$ cat src/logic/monitor_output_selector_pkg.sv
`default_nettype none
package monitor_output_selector_pkg;
	localparam int NUM_OUTPUTS = 11;
	localparam int NUM_INPUTS  = 4;
	localparam int SEL_W       = 5;
	localparam int APB_ADDR_W  = 8;
	localparam int DELAY_W     = 4;

	// register byte offsets; select word for output n at SEL_BASE_OFS + 4*(n-1)
	localparam logic [7:0] SEL_BASE_OFS = 8'h00;
	localparam logic [7:0] LOGIC_OFS    = 8'h2c;
	localparam logic [7:0] DELAY_OFS    = 8'h30;
	localparam logic [7:0] CTRL_OFS     = 8'h34;
	localparam logic [7:0] FLAGS_OFS    = 8'h38;
	localparam logic [7:0] MON_OFS      = 8'h3c;

	// control word fields
	localparam int CTRL_ERR_RESET_BIT = 0;
	localparam int CTRL_VARIANT_LSB   = 1;
	localparam int VAR_SHUT_PRI       = 0;
	localparam int VAR_SHUT_SEC       = 1;
	localparam int VAR_MAIN_VALVE     = 2;
	localparam int VAR_SPARK          = 3;

	// reset values
	localparam logic [SEL_W-1:0]       SEL_RESET_VAL     = 5'h00;
	localparam logic [NUM_OUTPUTS-1:0] LOGIC_RESET_VAL   = 11'h000;
	localparam logic [DELAY_W-1:0]     DELAY_RESET_VAL   = 4'h0;
	localparam logic [DELAY_W-1:0]     DELAY_MAX         = 4'ha;
	localparam logic [3:0]             VARIANT_RESET_VAL = 4'h0;

	// timing: off delay steps in whole seconds
	localparam int CLK_PERIOD_NS  = 50;
	localparam int SECOND_NS      = 1000000000;
	localparam int SEC_CYCLES     = SECOND_NS / CLK_PERIOD_NS;

	// only these outputs (zero based) may carry the drive-request sources
	localparam int DRIVE_FIRST_OUT = 8;

	// source codes
	localparam logic [SEL_W-1:0] SRC_UNUSED      = 5'h00;
	localparam logic [SEL_W-1:0] SRC_PILOT_IGN   = 5'h01;
	localparam logic [SEL_W-1:0] SRC_PILOT_LOSS  = 5'h02;
	localparam logic [SEL_W-1:0] SRC_PILOT_FALSE = 5'h03;
	localparam logic [SEL_W-1:0] SRC_MISC        = 5'h04;
	localparam logic [SEL_W-1:0] SRC_WARNING     = 5'h05;
	localparam logic [SEL_W-1:0] SRC_HI_TEMP     = 5'h06;
	localparam logic [SEL_W-1:0] SRC_SHUT_PRI    = 5'h07;
	localparam logic [SEL_W-1:0] SRC_SHUT_SEC    = 5'h08;
	localparam logic [SEL_W-1:0] SRC_RUN         = 5'h09;
	localparam logic [SEL_W-1:0] SRC_PILOT_DET   = 5'h0a;
	localparam logic [SEL_W-1:0] SRC_MAIN_IGN    = 5'h0b;
	localparam logic [SEL_W-1:0] SRC_MAIN_LOSS   = 5'h0c;
	localparam logic [SEL_W-1:0] SRC_MAIN_FALSE  = 5'h0d;
	localparam logic [SEL_W-1:0] SRC_MAIN_DET    = 5'h0e;
	localparam logic [SEL_W-1:0] SRC_COMB_IGN    = 5'h0f;
	localparam logic [SEL_W-1:0] SRC_COMB_LOSS   = 5'h10;
	localparam logic [SEL_W-1:0] SRC_COMB_FALSE  = 5'h11;
	localparam logic [SEL_W-1:0] SRC_COMB_DET    = 5'h12;
	localparam logic [SEL_W-1:0] SRC_ERR_SEL     = 5'h13;
	localparam logic [SEL_W-1:0] SRC_AIR_VALVE   = 5'h14;
	localparam logic [SEL_W-1:0] SRC_MAIN_VALVE  = 5'h15;
	localparam logic [SEL_W-1:0] SRC_SPARK       = 5'h16;
	localparam logic [SEL_W-1:0] SRC_RAW_IN1     = 5'h17;
	localparam logic [SEL_W-1:0] SRC_DLY_IN1     = 5'h1b;
	localparam logic [SEL_W-1:0] SRC_LAST        = 5'h1e;

	// error flags; the same layout carries one-cycle set events
	typedef struct packed {
		logic pilotIgn;
		logic pilotLoss;
		logic pilotFalse;
		logic misc;
		logic pilotDetect;
		logic mainIgn;
		logic mainLoss;
		logic mainFalse;
		logic mainDetect;
	} err_flags_type;

	// levels from the sequence engine
	typedef struct packed {
		logic warning;
		logic hiTemp;
		logic shutterPri;
		logic shutterSec;
		logic standby;
		logic startup;
		logic airReq;
		logic mainValveReq;
		logic sparkReq;
	} seq_status_type;
endpackage : monitor_output_selector_pkg
`default_nettype wire

$ cat src/logic/monitor_output_selector.sv
// Operation
// - pilot flame loss source on while flag latched, off after error reset
// - pilot false flame source held on until error reset
// - misc source on for other errors only, off after error reset
// - warning source follows warning level, no error reset needed
// - high temperature source on exactly while in high temperature mode
// - shutter sources follow shutter, forced off when variant lacks support
// - run source set by startup once standby has begun
// - pilot detect circuit error source on until error reset
// - main burner error sources each follow their own latched flag
// - combined sources are pilot OR main of the same error
// - error type selector set by any of the four main errors
// - error type selector off when normal or any other error occurs
// - air valve source follows request, only on outputs nine to eleven
// - main valve source follows request, outputs nine to eleven, gated by variant
// - spark source follows request, outputs nine to eleven, gated by variant
// - drive sources not accepted on outputs one to eight
// - raw interlock sources show synchronised input, no off delay
// - delayed interlock sources drop only after configured off delay; here the shared tick can drop them up to a step early
// - unused output is off
// - pilot ignition failure source on until error reset
// - eleven outputs, each with its own source select
// - per-output reverse setting inverts the driven level
// - off delay per input is zero to ten seconds in one second steps
`timescale 1ns/1ps
`default_nettype none
module monitor_output_selector
	import monitor_output_selector_pkg::*;
#(
	parameter int TICK_CYCLES = SEC_CYCLES
) (
	input  wire logic                   core_clk,
	input  wire logic                   rst_n,
	input  wire logic                   psel,
	input  wire logic                   penable,
	input  wire logic                   pwrite,
	input  wire logic [APB_ADDR_W-1:0]  paddr,
	input  wire logic [31:0]            pwdata,
	output logic      [31:0]            prdata,
	output logic                        pready,
	output logic                        pslverr,
	input  wire err_flags_type          errEvent,
	input  wire logic                   errResetReq,
	input  wire seq_status_type         seqStatus,
	input  wire logic [NUM_INPUTS-1:0]  interlockInput,
	output logic      [NUM_OUTPUTS-1:0] monOut
);
	localparam int TICK_W = $clog2(TICK_CYCLES);

	logic [SEL_W-1:0]       selReg_r [NUM_OUTPUTS];
	logic [DELAY_W-1:0]     delayReg_r [NUM_INPUTS];
	logic [DELAY_W-1:0]     delayCnt_r [NUM_INPUTS];
	logic [NUM_OUTPUTS-1:0] logicInv_r;
	logic [3:0]             variant_r;
	err_flags_type          errFlags_r;
	logic                   errSel_r;
	logic                   run_r;
	logic [NUM_INPUTS-1:0]  ilkMeta_r;
	logic [NUM_INPUTS-1:0]  ilkSync_r;
	logic [NUM_INPUTS-1:0]  ilkDelayed_r;
	logic [TICK_W-1:0]      tickCnt_r;
	logic                   tick_r;
	logic [NUM_OUTPUTS-1:0] monOut_r;
	logic [NUM_OUTPUTS-1:0] monNxt;
	logic [31:0]            prdata_r;
	logic                   pready_r;
	logic                   pslverr_r;
	logic [31:0]            srcVec;

	// bus decode
	wire                   setupPhase = psel & ~penable;
	wire                   wrAccess   = psel & penable & pwrite & pready_r;
	wire                   wordAlign  = (paddr[1:0] == 2'b00);
	wire [3:0]             selIdx     = paddr[5:2];
	wire                   isSel      = wordAlign & (paddr[7:2] < 6'd11);
	wire                   isLogic    = (paddr == LOGIC_OFS);
	wire                   isDelay    = (paddr == DELAY_OFS);
	wire                   isCtrl     = (paddr == CTRL_OFS);
	wire                   isFlags    = (paddr == FLAGS_OFS);
	wire                   isMon      = (paddr == MON_OFS);
	wire                   mapped     = isSel | isLogic | isDelay | isCtrl | isFlags | isMon;
	wire [SEL_W-1:0]       wrCode     = pwdata[SEL_W-1:0];
	wire                   wrIsDrive  = (wrCode >= SRC_AIR_VALVE) & (wrCode <= SRC_SPARK);
	// drive codes on outputs one to eight and codes past the last are dropped
	wire                   wrCodeOk   = (wrCode <= SRC_LAST)
		& (~wrIsDrive | (selIdx >= 4'(DRIVE_FIRST_OUT)));
	wire                   errClear   = errResetReq
		| (wrAccess & isCtrl & pwdata[CTRL_ERR_RESET_BIT]);

	// read data; sampled in the setup cycle
	wire [31:0] rdSel   = isSel ? {27'h0, selReg_r[selIdx]} : 32'h0;
	wire [31:0] rdDelay = {16'h0, delayReg_r[3], delayReg_r[2], delayReg_r[1], delayReg_r[0]};
	wire [31:0] rdMux   = isSel   ? rdSel
		: isLogic ? {21'h0, logicInv_r}
		: isDelay ? rdDelay
		: isCtrl  ? {27'h0, variant_r, 1'b0}
		: isFlags ? {21'h0, errSel_r, run_r, errFlags_r}
		: isMon   ? {13'h0, ilkDelayed_r, ilkSync_r, monOut_r}
		: 32'h0;

	// no wait state: pready is already high in the first access cycle, never stretched
	always_ff @(posedge core_clk or negedge rst_n) begin
		if (!rst_n) begin
			pready_r  <= 1'b0;
			pslverr_r <= 1'b0;
			prdata_r  <= 32'h0;
		end else begin
			pready_r  <= setupPhase;
			pslverr_r <= setupPhase & ~mapped;
			if (setupPhase) begin
				prdata_r <= pwrite ? 32'h0 : rdMux;
			end
		end
	end

	// select registers; a refused code leaves the old choice in place
	always_ff @(posedge core_clk or negedge rst_n) begin
		if (!rst_n) begin
			for (int i = 0; i < NUM_OUTPUTS; i++) begin
				selReg_r[i] <= SEL_RESET_VAL;
			end
		end else if (wrAccess & isSel & wrCodeOk) begin
			selReg_r[selIdx] <= wrCode;
		end
	end

	// logic sense, variant support and off delays
	always_ff @(posedge core_clk or negedge rst_n) begin
		if (!rst_n) begin
			logicInv_r <= LOGIC_RESET_VAL;
			variant_r  <= VARIANT_RESET_VAL;
			for (int i = 0; i < NUM_INPUTS; i++) begin
				delayReg_r[i] <= DELAY_RESET_VAL;
			end
		end else if (wrAccess) begin
			if (isLogic) begin
				logicInv_r <= pwdata[NUM_OUTPUTS-1:0];
			end
			if (isCtrl) begin
				variant_r <= pwdata[CTRL_VARIANT_LSB+3:CTRL_VARIANT_LSB];
			end
			if (isDelay) begin
				for (int i = 0; i < NUM_INPUTS; i++) begin
					// values above ten seconds clamp to ten
					delayReg_r[i] <= (pwdata[i*DELAY_W +: DELAY_W] > DELAY_MAX) ? DELAY_MAX
						: pwdata[i*DELAY_W +: DELAY_W];
				end
			end
		end
	end

	// latched errors: a set in the clearing cycle wins
	always_ff @(posedge core_clk or negedge rst_n) begin
		if (!rst_n) begin
			errFlags_r <= '0;
		end else begin
			errFlags_r <= (errClear ? err_flags_type'('0) : errFlags_r) | errEvent;
		end
	end

	// error type selector: main errors set it, any other error drops it
	wire mainEvent  = errEvent.mainIgn | errEvent.mainLoss | errEvent.mainFalse
		| errEvent.mainDetect;
	wire otherEvent = errEvent.pilotIgn | errEvent.pilotLoss | errEvent.pilotFalse
		| errEvent.misc | errEvent.pilotDetect;
	always_ff @(posedge core_clk or negedge rst_n) begin
		if (!rst_n) begin
			errSel_r <= 1'b0;
		end else if (mainEvent) begin
			errSel_r <= 1'b1;
		end else if (otherEvent | errClear) begin
			errSel_r <= 1'b0;
		end
	end

	// run state: startup only counts once standby is under way
	always_ff @(posedge core_clk or negedge rst_n) begin
		if (!rst_n) begin
			run_r <= 1'b0;
		end else if (!seqStatus.standby) begin
			run_r <= 1'b0;
		end else if (seqStatus.startup) begin
			run_r <= 1'b1;
		end
	end

	// one second enable; a shared divider, so a delay may end up to a step early
	always_ff @(posedge core_clk or negedge rst_n) begin
		if (!rst_n) begin
			tickCnt_r <= '0;
			tick_r    <= 1'b0;
		end else begin
			tick_r    <= (tickCnt_r == TICK_W'(TICK_CYCLES - 1));
			tickCnt_r <= (tickCnt_r == TICK_W'(TICK_CYCLES - 1)) ? '0 : tickCnt_r + 1'b1;
		end
	end

	// interlock pins cross in through two flops
	always_ff @(posedge core_clk or negedge rst_n) begin
		if (!rst_n) begin
			ilkMeta_r <= '0;
			ilkSync_r <= '0;
		end else begin
			ilkMeta_r <= interlockInput;
			ilkSync_r <= ilkMeta_r;
		end
	end

	// off delay per input: reload while closed, count seconds once open
	always_ff @(posedge core_clk or negedge rst_n) begin
		if (!rst_n) begin
			ilkDelayed_r <= '0;
			for (int i = 0; i < NUM_INPUTS; i++) begin
				delayCnt_r[i] <= '0;
			end
		end else begin
			for (int i = 0; i < NUM_INPUTS; i++) begin
				if (ilkSync_r[i]) begin
					ilkDelayed_r[i] <= 1'b1;
					delayCnt_r[i]   <= delayReg_r[i];
				end else if (delayCnt_r[i] == '0) begin
					ilkDelayed_r[i] <= 1'b0;
				end else if (tick_r) begin
					delayCnt_r[i] <= delayCnt_r[i] - 1'b1;
				end
			end
		end
	end

	// source vector, indexed by source code
	assign srcVec[SRC_UNUSED]      = 1'b0;
	assign srcVec[SRC_PILOT_IGN]   = errFlags_r.pilotIgn;
	assign srcVec[SRC_PILOT_LOSS]  = errFlags_r.pilotLoss;
	assign srcVec[SRC_PILOT_FALSE] = errFlags_r.pilotFalse;
	assign srcVec[SRC_MISC]        = errFlags_r.misc;
	assign srcVec[SRC_WARNING]     = seqStatus.warning;
	assign srcVec[SRC_HI_TEMP]     = seqStatus.hiTemp;
	assign srcVec[SRC_SHUT_PRI]    = seqStatus.shutterPri & variant_r[VAR_SHUT_PRI];
	assign srcVec[SRC_SHUT_SEC]    = seqStatus.shutterSec & variant_r[VAR_SHUT_SEC];
	assign srcVec[SRC_RUN]         = run_r;
	assign srcVec[SRC_PILOT_DET]   = errFlags_r.pilotDetect;
	assign srcVec[SRC_MAIN_IGN]    = errFlags_r.mainIgn;
	assign srcVec[SRC_MAIN_LOSS]   = errFlags_r.mainLoss;
	assign srcVec[SRC_MAIN_FALSE]  = errFlags_r.mainFalse;
	assign srcVec[SRC_MAIN_DET]    = errFlags_r.mainDetect;
	assign srcVec[SRC_COMB_IGN]    = errFlags_r.pilotIgn | errFlags_r.mainIgn;
	assign srcVec[SRC_COMB_LOSS]   = errFlags_r.pilotLoss | errFlags_r.mainLoss;
	assign srcVec[SRC_COMB_FALSE]  = errFlags_r.pilotFalse | errFlags_r.mainFalse;
	assign srcVec[SRC_COMB_DET]    = errFlags_r.pilotDetect | errFlags_r.mainDetect;
	assign srcVec[SRC_ERR_SEL]     = errSel_r;
	assign srcVec[SRC_AIR_VALVE]   = seqStatus.airReq;
	assign srcVec[SRC_MAIN_VALVE]  = seqStatus.mainValveReq & variant_r[VAR_MAIN_VALVE];
	assign srcVec[SRC_SPARK]       = seqStatus.sparkReq & variant_r[VAR_SPARK];
	assign srcVec[31]              = 1'b0;

	// interlock sources, raw and delayed
	for (genvar k = 0; k < NUM_INPUTS; k++) begin : g_ilk
		assign srcVec[SRC_RAW_IN1 + k] = ilkSync_r[k];
		assign srcVec[SRC_DLY_IN1 + k] = ilkDelayed_r[k];
	end

	// per-output mux; drive codes are also masked on low outputs as a backstop
	for (genvar n = 0; n < NUM_OUTPUTS; n++) begin : g_out
		wire isDrive = (selReg_r[n] >= SRC_AIR_VALVE) & (selReg_r[n] <= SRC_SPARK);
		wire srcOn   = (isDrive & (n < DRIVE_FIRST_OUT)) ? 1'b0 : srcVec[selReg_r[n]];
		assign monNxt[n] = srcOn ^ logicInv_r[n];
	end

	// registered outputs keep the transistors glitch free
	always_ff @(posedge core_clk or negedge rst_n) begin
		if (!rst_n) begin
			monOut_r <= '0;
		end else begin
			monOut_r <= monNxt;
		end
	end

	assign monOut  = monOut_r;
	assign prdata  = prdata_r;
	assign pready  = pready_r;
	assign pslverr = pslverr_r;
endmodule : monitor_output_selector
`default_nettype wire

$ cat config.mk
export PLATFORM = sky130hd
export DESIGN_NAME = monitor_output_selector
export DESIGN_NICKNAME = d
export VERILOG_FILES = /design/src/logic/monitor_output_selector_pkg.sv /design/src/logic/monitor_output_selector.sv
export SDC_FILE = /design/constraint.sdc
export NUM_CORES = 1
export LEC_CHECK = 0
export BUFFER_PORTS_ARGS = -buffer_cell sky130_fd_sc_hd__buf_2
export CORE_MARGIN = 4
export CORE_UTILIZATION = 58
export DETAILED_ROUTE_END_ITERATION = 7
export PLACE_DENSITY = 0.83
export SYNTH_ARGS = -nofsm -noshare
export SYNTH_HDL_FRONTEND = slang
export SYNTH_SLANG_ARGS = --single-unit
$ cat constraint.sdc
create_clock -name core_clk -period 4.13 [get_ports core_clk]
set_input_delay 0.413 -clock core_clk [delete_from_list [all_inputs] [get_ports core_clk]]
set_output_delay 0.413 -clock core_clk [all_outputs]
set_load 0.02 [all_outputs]
==> impl_metrics.yaml, run 1 <==
drt:
  drt_first_iter_violations: 1321
  drc: 0
  totalWireLength_mm: 32.00
  drtAntennaViolNets: 0
  vias_per_cell: 6.728
  vias: 9265
  first_pass_iters: 5
  wl_per_cell_microns: 23.24
layout:
  diodes: 0
  finalNonFillerCells: 1377
  drive_gt1_share_pct: 22.92
  ff_latch_area_sq_um: 4579
  num-fill-cells: 1499
  fin_util_pct: 65.05
  multi_input_area_sq_um: 6208
  area_growth_pct: 8.891
  nets: 1178
timing:
  relSlewSlack_pct: 18.88
  rsz0062_at_grt: "false"
  skew_ns: 0.01112
  fmax_mhz: 365.3
  maxSlewViolCount: 0
  fin_crit_sh_pct: 66.29
  hold_viol: 0
  setup_viol: 0
  final.setup.tns_ns: 0
  worstMarginPinSlew_ns: 1.206
  period_minus_slack_ns: 2.738
synth:
  synth_cell_types: 56
  syn_avg_cell_area_sq_um: 10.29
  ys_ff_latch: 183
  synth_edf_count: 0
  async_flop_share_pct: 100.0
  synthesis.area_sq_um: 11290
  yosysSeqAreaShare_pct: 40.58
  synth_top_area_share_pct: 40.58
  synth_area_leaders: "dfrtp_1 (41%), mux4_2 (9.0%), mux2_2 (8.4%)"
  yosys.area.top_type: "dfrtp_1"
  synth_cells: 1097
  synth_flop_cell: "dfrtp_1"
  yosysWarnings: 0
critical_path:
  crit_path_start_kind: "flip-flop"
  cp_max_fo: 16
  critPathKind: "reg2reg"
  endpoint_kind: "flip-flop"
  crit_chain: "or2_2, mux4_2, mux2i_1, nand2_1, a22oi_1, xnor2_1"
  crit_slowest_cell: "dfrtp_1"
  required_ns: 4.48
  cp_data_arrival_time_ns: 3.09
  crit_path_max_incr_delay_ns: 0.72
clock_network:
  post-cts-setup-buffer-count: 0
  cts_root_buf: "clkbuf_16"
  ctsLongestPathBuffers: 2
  htree_levels: 4
  ctsResizeCount: 0
  clock_latency_ns: 0.43
  cts_buffers: 17
  hold_buffers: 0
  cts.sinks: 183
  cts_tree: "built"
  clk_pin_slew_ns: 0.07
run_status:
  status: "finished, final reports clean"
grt:
  grt_pass1_vias: 8998
  grt_max_degree: 107
  globalRouteOverflowTotal: 0
  grt_pass1_wl_mm: 50.36
  antenna_found_initial: 0
  grt.total_usage_pct: 29.58
power_and_ir_drop:
  p_int_uw: 2963
  p_sw_uw: 999.9
  swShare_pct: 25.23
  leakage_uw: 0.005160
  p_seq_share_pct: 47.8
  powerDensity_nw_per_um2: 322.5
  ir_drop_v: 0.0002834
  clock_power_share_pct: 44.8
  pwr-share-comb_pct: 7.4
die:
  start_util_pct: 59.74
  num_io_pins: 113
  fp-row-count: 50
  die_h_microns: 147.5
  die_area_sq_um: 21750
  die_w_microns: 147.5
  coreArea_sq_um: 18890
hold_path:
  hp-class: "in2reg"
placed_design:
  hpwl_mm: 20.63
  place.gp.congestion: 0.9569
  io_buffers: 83
  placed_cells: 1346
job:
  maxCapViolCount: 0
==> power groups by stage <==
stage | Sequential (uW) | Clock, uW | Combinational [uW]
after floorplan | 1870 | 0 | 200
after global placement | 1920 | 0 | 279
after detailed placement | 1920 | 0 | 285
after CTS | 1890 | 1790 | 287
after global routing | 1900 | 1860 | 316
final | 1890 | 1780 | 292
==> final timing paths <==
path / to / startpoint / cells after the start / slack (ns)
hold / removal: ilkMeta_r[3] / interlockInput[3] / 1 / 0.08
setup / recovery: monOut[9] / errFlags_r[8] / 6 / 1.39
max in group asynchronous: prdata[6] / rst_n / 2 / 3.13
hold reg to reg: ilkSync_r[3] / ilkMeta_r[3] / 0 / 0.35
setup reg to reg: monOut[9] / errFlags_r[8] / 6 / 1.39
min in group asynchronous: tickCnt_r[20] / rst_n / 1 / 0.09
==> cell usage in the layout (no fill, tap or decap), types with 5 or more instances in the layout <==
master	instances
buf_2	82
nand3b_1	28
xor2_1	18
conb_1	13
and2_1	5
mux2i_1	62
a221oi_1	7
nor2b_1	14
nand2b_1	16
nor2_1	42
mux4_2	45
o211ai_1	28
clkbuf_16	17
a311o_1	6
nand2_1	117
dfrtp_1	183
and3_1	7
a21oi_1	36
ha_1	5
a21o_1	14
o311ai_0	5
nand4_1	8
mux2_2	84
inv_1	17
a31oi_1	10
nand3_1	31
nor3b_1	6
nor3_1	22
o31ai_1	7
nor4_1	7
o21ai_0	59
a22oi_1	13
a32o_1	5
a211oi_1	12
buf_4	5
o2111ai_1	5
xnor2_1	26
==> cell families (layout without fill, tap and decap cells) <==
family | Yosys count | in the layout | share of synthesized area, %
AOI/OAI and AO/OA | 226 | 226 | 13.48
xor gates and xnor gates | 44 | 44 | 3.415
adders and majority gates | 5 | 5 | 0.5543
buffers and inverters | 129 | 137 | 4.812
DFF | 183 | 183 | 40.58
muxes | 191 | 191 | 22.86
other | 1 | 13 | 0.03323
and+or+nand+nor | 318 | 318 | 14.27
==> worst max-delay path: cells and delay by family, from the launching register on <==
family | cells | cell delay, ns
simple gates | 2 | 0.65
compound gates | 1 | 0.46
mux | 2 | 0.64
flops | 1 | 0.72
xor+xnor | 1 | 0.18
==> metrics by stage <==
| stage | worst slack, ns | hold WS, ns | cell area [sq um] | total power [uW] |
|---|---|---|---|---|
| 5_1_grt | 1.305 | 0.06741 | 12290 | 4074 |
| 6_report | 1.392 | 0.08173 | 12290 | 3963 |
| 2_1_floorplan | 2.063 | 0.1174 | 11330 | 2067 |
| 3_5_place_dp | 1.298 | 0.3347 | 11660 | 2209 |
| 4_1_cts | 1.534 | 0.07209 | 12290 | 3964 |
| 3_3_place_gp | 1.309 | 0.3335 | 11660 | 2201 |
==> final cells by class <==
class	instances	share of cell area [%]
Tap cell	260	2.647
Clock inverter	12	1.527
Sequential cell	183	37.26
Multi-Input combinational cell	797	50.52
Inverter	17	0.5192
Clock buffer	19	3.604
Timing Repair Buffer	89	3.920
==> layer usage <==
metal	GRT usage, %	share of wire, %
met5	0	0
met4	12.21	3.8
met3	7.541	12
met2	44.17	44
met1	41.55	40
==> flip-flops by register name, summed over array words and instances (netlist names) <==
signal and count:
delayCnt_r 16, delayReg_r 16, errFlags_r 9, errSel_r 1, ilkDelayed_r 4, ilkMeta_r 4
ilkSync_r 4, logicInv_r 11, monOut 11, prdata 19, pready 1, pslverr 1
run_r 1, selReg_r 55, tickCnt_r 25, tick_r 1, variant_r 4
==> synth_stat cells (28+ instances only) <==
master,instances
dfrtp_1,183
nand2_1,117
clkbuf_1,89
mux2_2,84
mux2i_1,62
o21ai_0,59
mux4_2,45
nor2_1,42
a21oi_1,36
nand3_1,31
nand3b_1,28
o211ai_1,28
(Power assumes the default switching activity.)
==> run 2, diff against run 1 <==
==> constraint.sdc (replaced) <==
create_clock -name core_clk -period 2.6 [get_ports core_clk]
set_input_delay 0.26 -clock core_clk [delete_from_list [all_inputs] [get_ports core_clk]]
set_output_delay 0.26 -clock core_clk [all_outputs]
set_load 0.02 [all_outputs]
==> run 2 against run 1 <==
Compared with the run above:
- first-iteration DRC count increased by 4.0%
- sequential power increased by 57%
- clock skew increased by 0.0025 ns
- critical path depth decreased by 1
- clock-buffer cell count unchanged
- non-clock buffer count increased by 44
- via count increased by 3.9%
- flip-flop and latch count unchanged
- cell count increased by 3.4%
- setup slack got worse by 1.2 ns
- sequential share of layout area decreased by 0.87 points
- combinational power increased by 89%
- largest power group unchanged
- highest routed layer unchanged
==> impl_metrics.yaml, run 2 (synthesis gave the netlist of run 1 again) <==
critical_path:
  crit_chain: "nand4_1, a311oi_1, nand2_1, nor2_1, mux2_2"
  crit_path_start_kind: "flip-flop"
  required_ns: 2.91
  crit_path_max_incr_delay_ns: 0.58
  endpoint_kind: "flip-flop"
  cpLargestDelayFamily: "simple AND/OR/NAND/NOR gates"
  worst-path-buf-inv: 0
  cp_data_arrival_time_ns: 2.77
  crit_slowest_cell: "a311oi_1"
  cp_max_fo: 5
  critPathKind: "reg2reg"
die:
  fp-row-count: 50
  num_io_pins: 113
  die_area_sq_um: 21750
  die_h_microns: 147.5
  coreArea_sq_um: 18890
  die_w_microns: 147.5
  start_util_pct: 59.74
grt:
  grt_max_degree: 74
  globalRouteOverflowTotal: 0
  antenna_found_initial: 1
  grt_pass1_wl_mm: 51.09
  grt_pass1_vias: 9094
  grt.total_usage_pct: 30.25
clock_network:
  htree_levels: 4
  cts_tree: "built"
  cts.sinks: 183
  ctsResizeCount: 0
  cts_buffers: 17
  ctsLongestPathBuffers: 2
  clk_pin_slew_ns: 0.07
  cts_root_buf: "clkbuf_16"
  clock_latency_ns: 0.44
power_and_ir_drop:
  leakage_uw: 0.005332
  p_sw_uw: 1686
  powerDensity_nw_per_um2: 482.5
  clock_power_share_pct: 42.0
  pwr-share-comb_pct: 9.1
  ir_drop_v: 0.0005155
  swShare_pct: 27.76
  p_seq_share_pct: 48.9
  p_int_uw: 4387
layout:
  top_register: "selReg_r"
  final_cell_mix: "dfrtp_1 (183), nand2_1 (117), mux2_2 (84)"
  post-route-cell-area_sq_um: 12580
  layout.cells.most_common: "dfrtp_1"
  area_growth_pct: 11.51
  largest_register_ffs: 55
  drive_gt1_share_pct: 25.47
  num-fill-cells: 1453
  fin_util_pct: 66.61
  nets: 1222
drt:
  wl_per_cell_microns: 23.14
  drt_first_iter_violations: 1374
  vias: 9624
  vias_per_cell: 6.758
  drc: 0
  drtAntennaViolNets: 0
  first_pass_iters: 6
  totalWireLength_mm: 32.95
timing:
  setup_viol: 0
  worstMarginPinSlew_ns: 0.9294
  fin_crit_sh_pct: 94.44
  skew_ns: 0.01361
  period_minus_slack_ns: 2.455
  final.setup.tns_ns: 0
  hold_viol: 0
  fin_ws_ns: 0.1446
  relSlewSlack_pct: 38.04
  rsz0062_at_grt: "false"
  maxSlewViolCount: 0
  fmax_mhz: 407.3
placed_design:
  placed_area_sq_um: 11950
  io_buffers: 83
  place_ws_ns: 0.1022
  hpwl_mm: 22.28
  place.gp.congestion: 0.9862
hold_path:
  hp-class: "in2reg"
job:
  maxCapViolCount: 0
run_status:
  status: "finished, final reports clean"
[run 2: cell types whose count changed in the layout (fill, tap and decap cells not counted)]
| cell | change |
|---|---|
| inv_8 | +2 |
| diode_2 | +2 |
| buf_4 | +39 |
| clkinv_8 | +2 |
| clkinvlp_4 | +3 |
| bufinv_16 | -4 |
| clkinv_2 | -2 |
| dlygate4sd3_1 | +5 |
[run 2: layer usage]
metal | track usage [%] | vias up | routed length (microns)
li1 | - | 4126 | -
met1 | 42.03 | 4632 | 12880
met2 | 45.55 | 733 | 14720
met3 | 7.909 | 133 | 3918
met4 | 12.53 | 0 | 1432
met5 | 0 | - | 0
[run 2: worst paths after layout]
check | from | slack [ns] | cells past startpoint | end
max in group asynchronous | rst_n | 1.39 | 3 | logicInv_r[6]
worst min register to register | ilkMeta_r[0] | 0.35 | 0 | ilkSync_r[0]
min in group asynchronous | rst_n | 0.38 | 2 | tickCnt_r[20]
worst max register to register | pready | 0.14 | 5 | selReg_r[15]
worst max-delay path | pready | 0.14 | 5 | selReg_r[15]
worst min-delay path | errEvent[6] | 0.02 | 2 | errFlags_r[6]
[run 2: stage by stage]
stage	cells	hold slack, ns	power [uW]
floorplan	1109	-0.03559	3283
global placement	1385	0.3003	3531
detailed placement	1385	0.3025	3547
CTS	1422	0.007024	6082
global route	1423	0.01779	6256
finish	1424	0.02087	6073
[run 2: repair_timing]
item | 4_1_cts | 5_1_grt
hold buffers | 5 | 0
buffers inserted | 0 | 0
hold endpoints to repair | 74 | 0
[run 2: cell type report]
cell class | instances | area (sq um) | share of cell area (%)
diodes | 2 | 5.005 | 0.03977
clock buffers | 19 | 442.9 | 3.520
clock inverters | 13 | 135.1 | 1.074
inverters | 17 | 63.81 | 0.5071
multi-input cells | 797 | 6208 | 49.33
flip-flops and latches | 183 | 4579 | 36.39
well taps | 260 | 325.3 | 2.585
repair buffers | 133 | 824.5 | 6.552
[run 2: worst register-to-register path: stages, from the launching register on]
cell	delay, ns
dfrtp_1	0.35
nand4_1	0.28
a311oi_1	0.58
nand2_1	0.34
nor2_1	0.40
mux2_2	0.39
[run 2: power by group through the flow]
stage | clock network (uW) | logic, uW | registers, uW
detailed placement | 0 | 529 | 3020
finish | 2550 | 552 | 2970
global placement | 0 | 516 | 3020
floorplan | 0 | 318 | 2960
global route | 2700 | 587 | 2970
CTS | 2580 | 540 | 2960
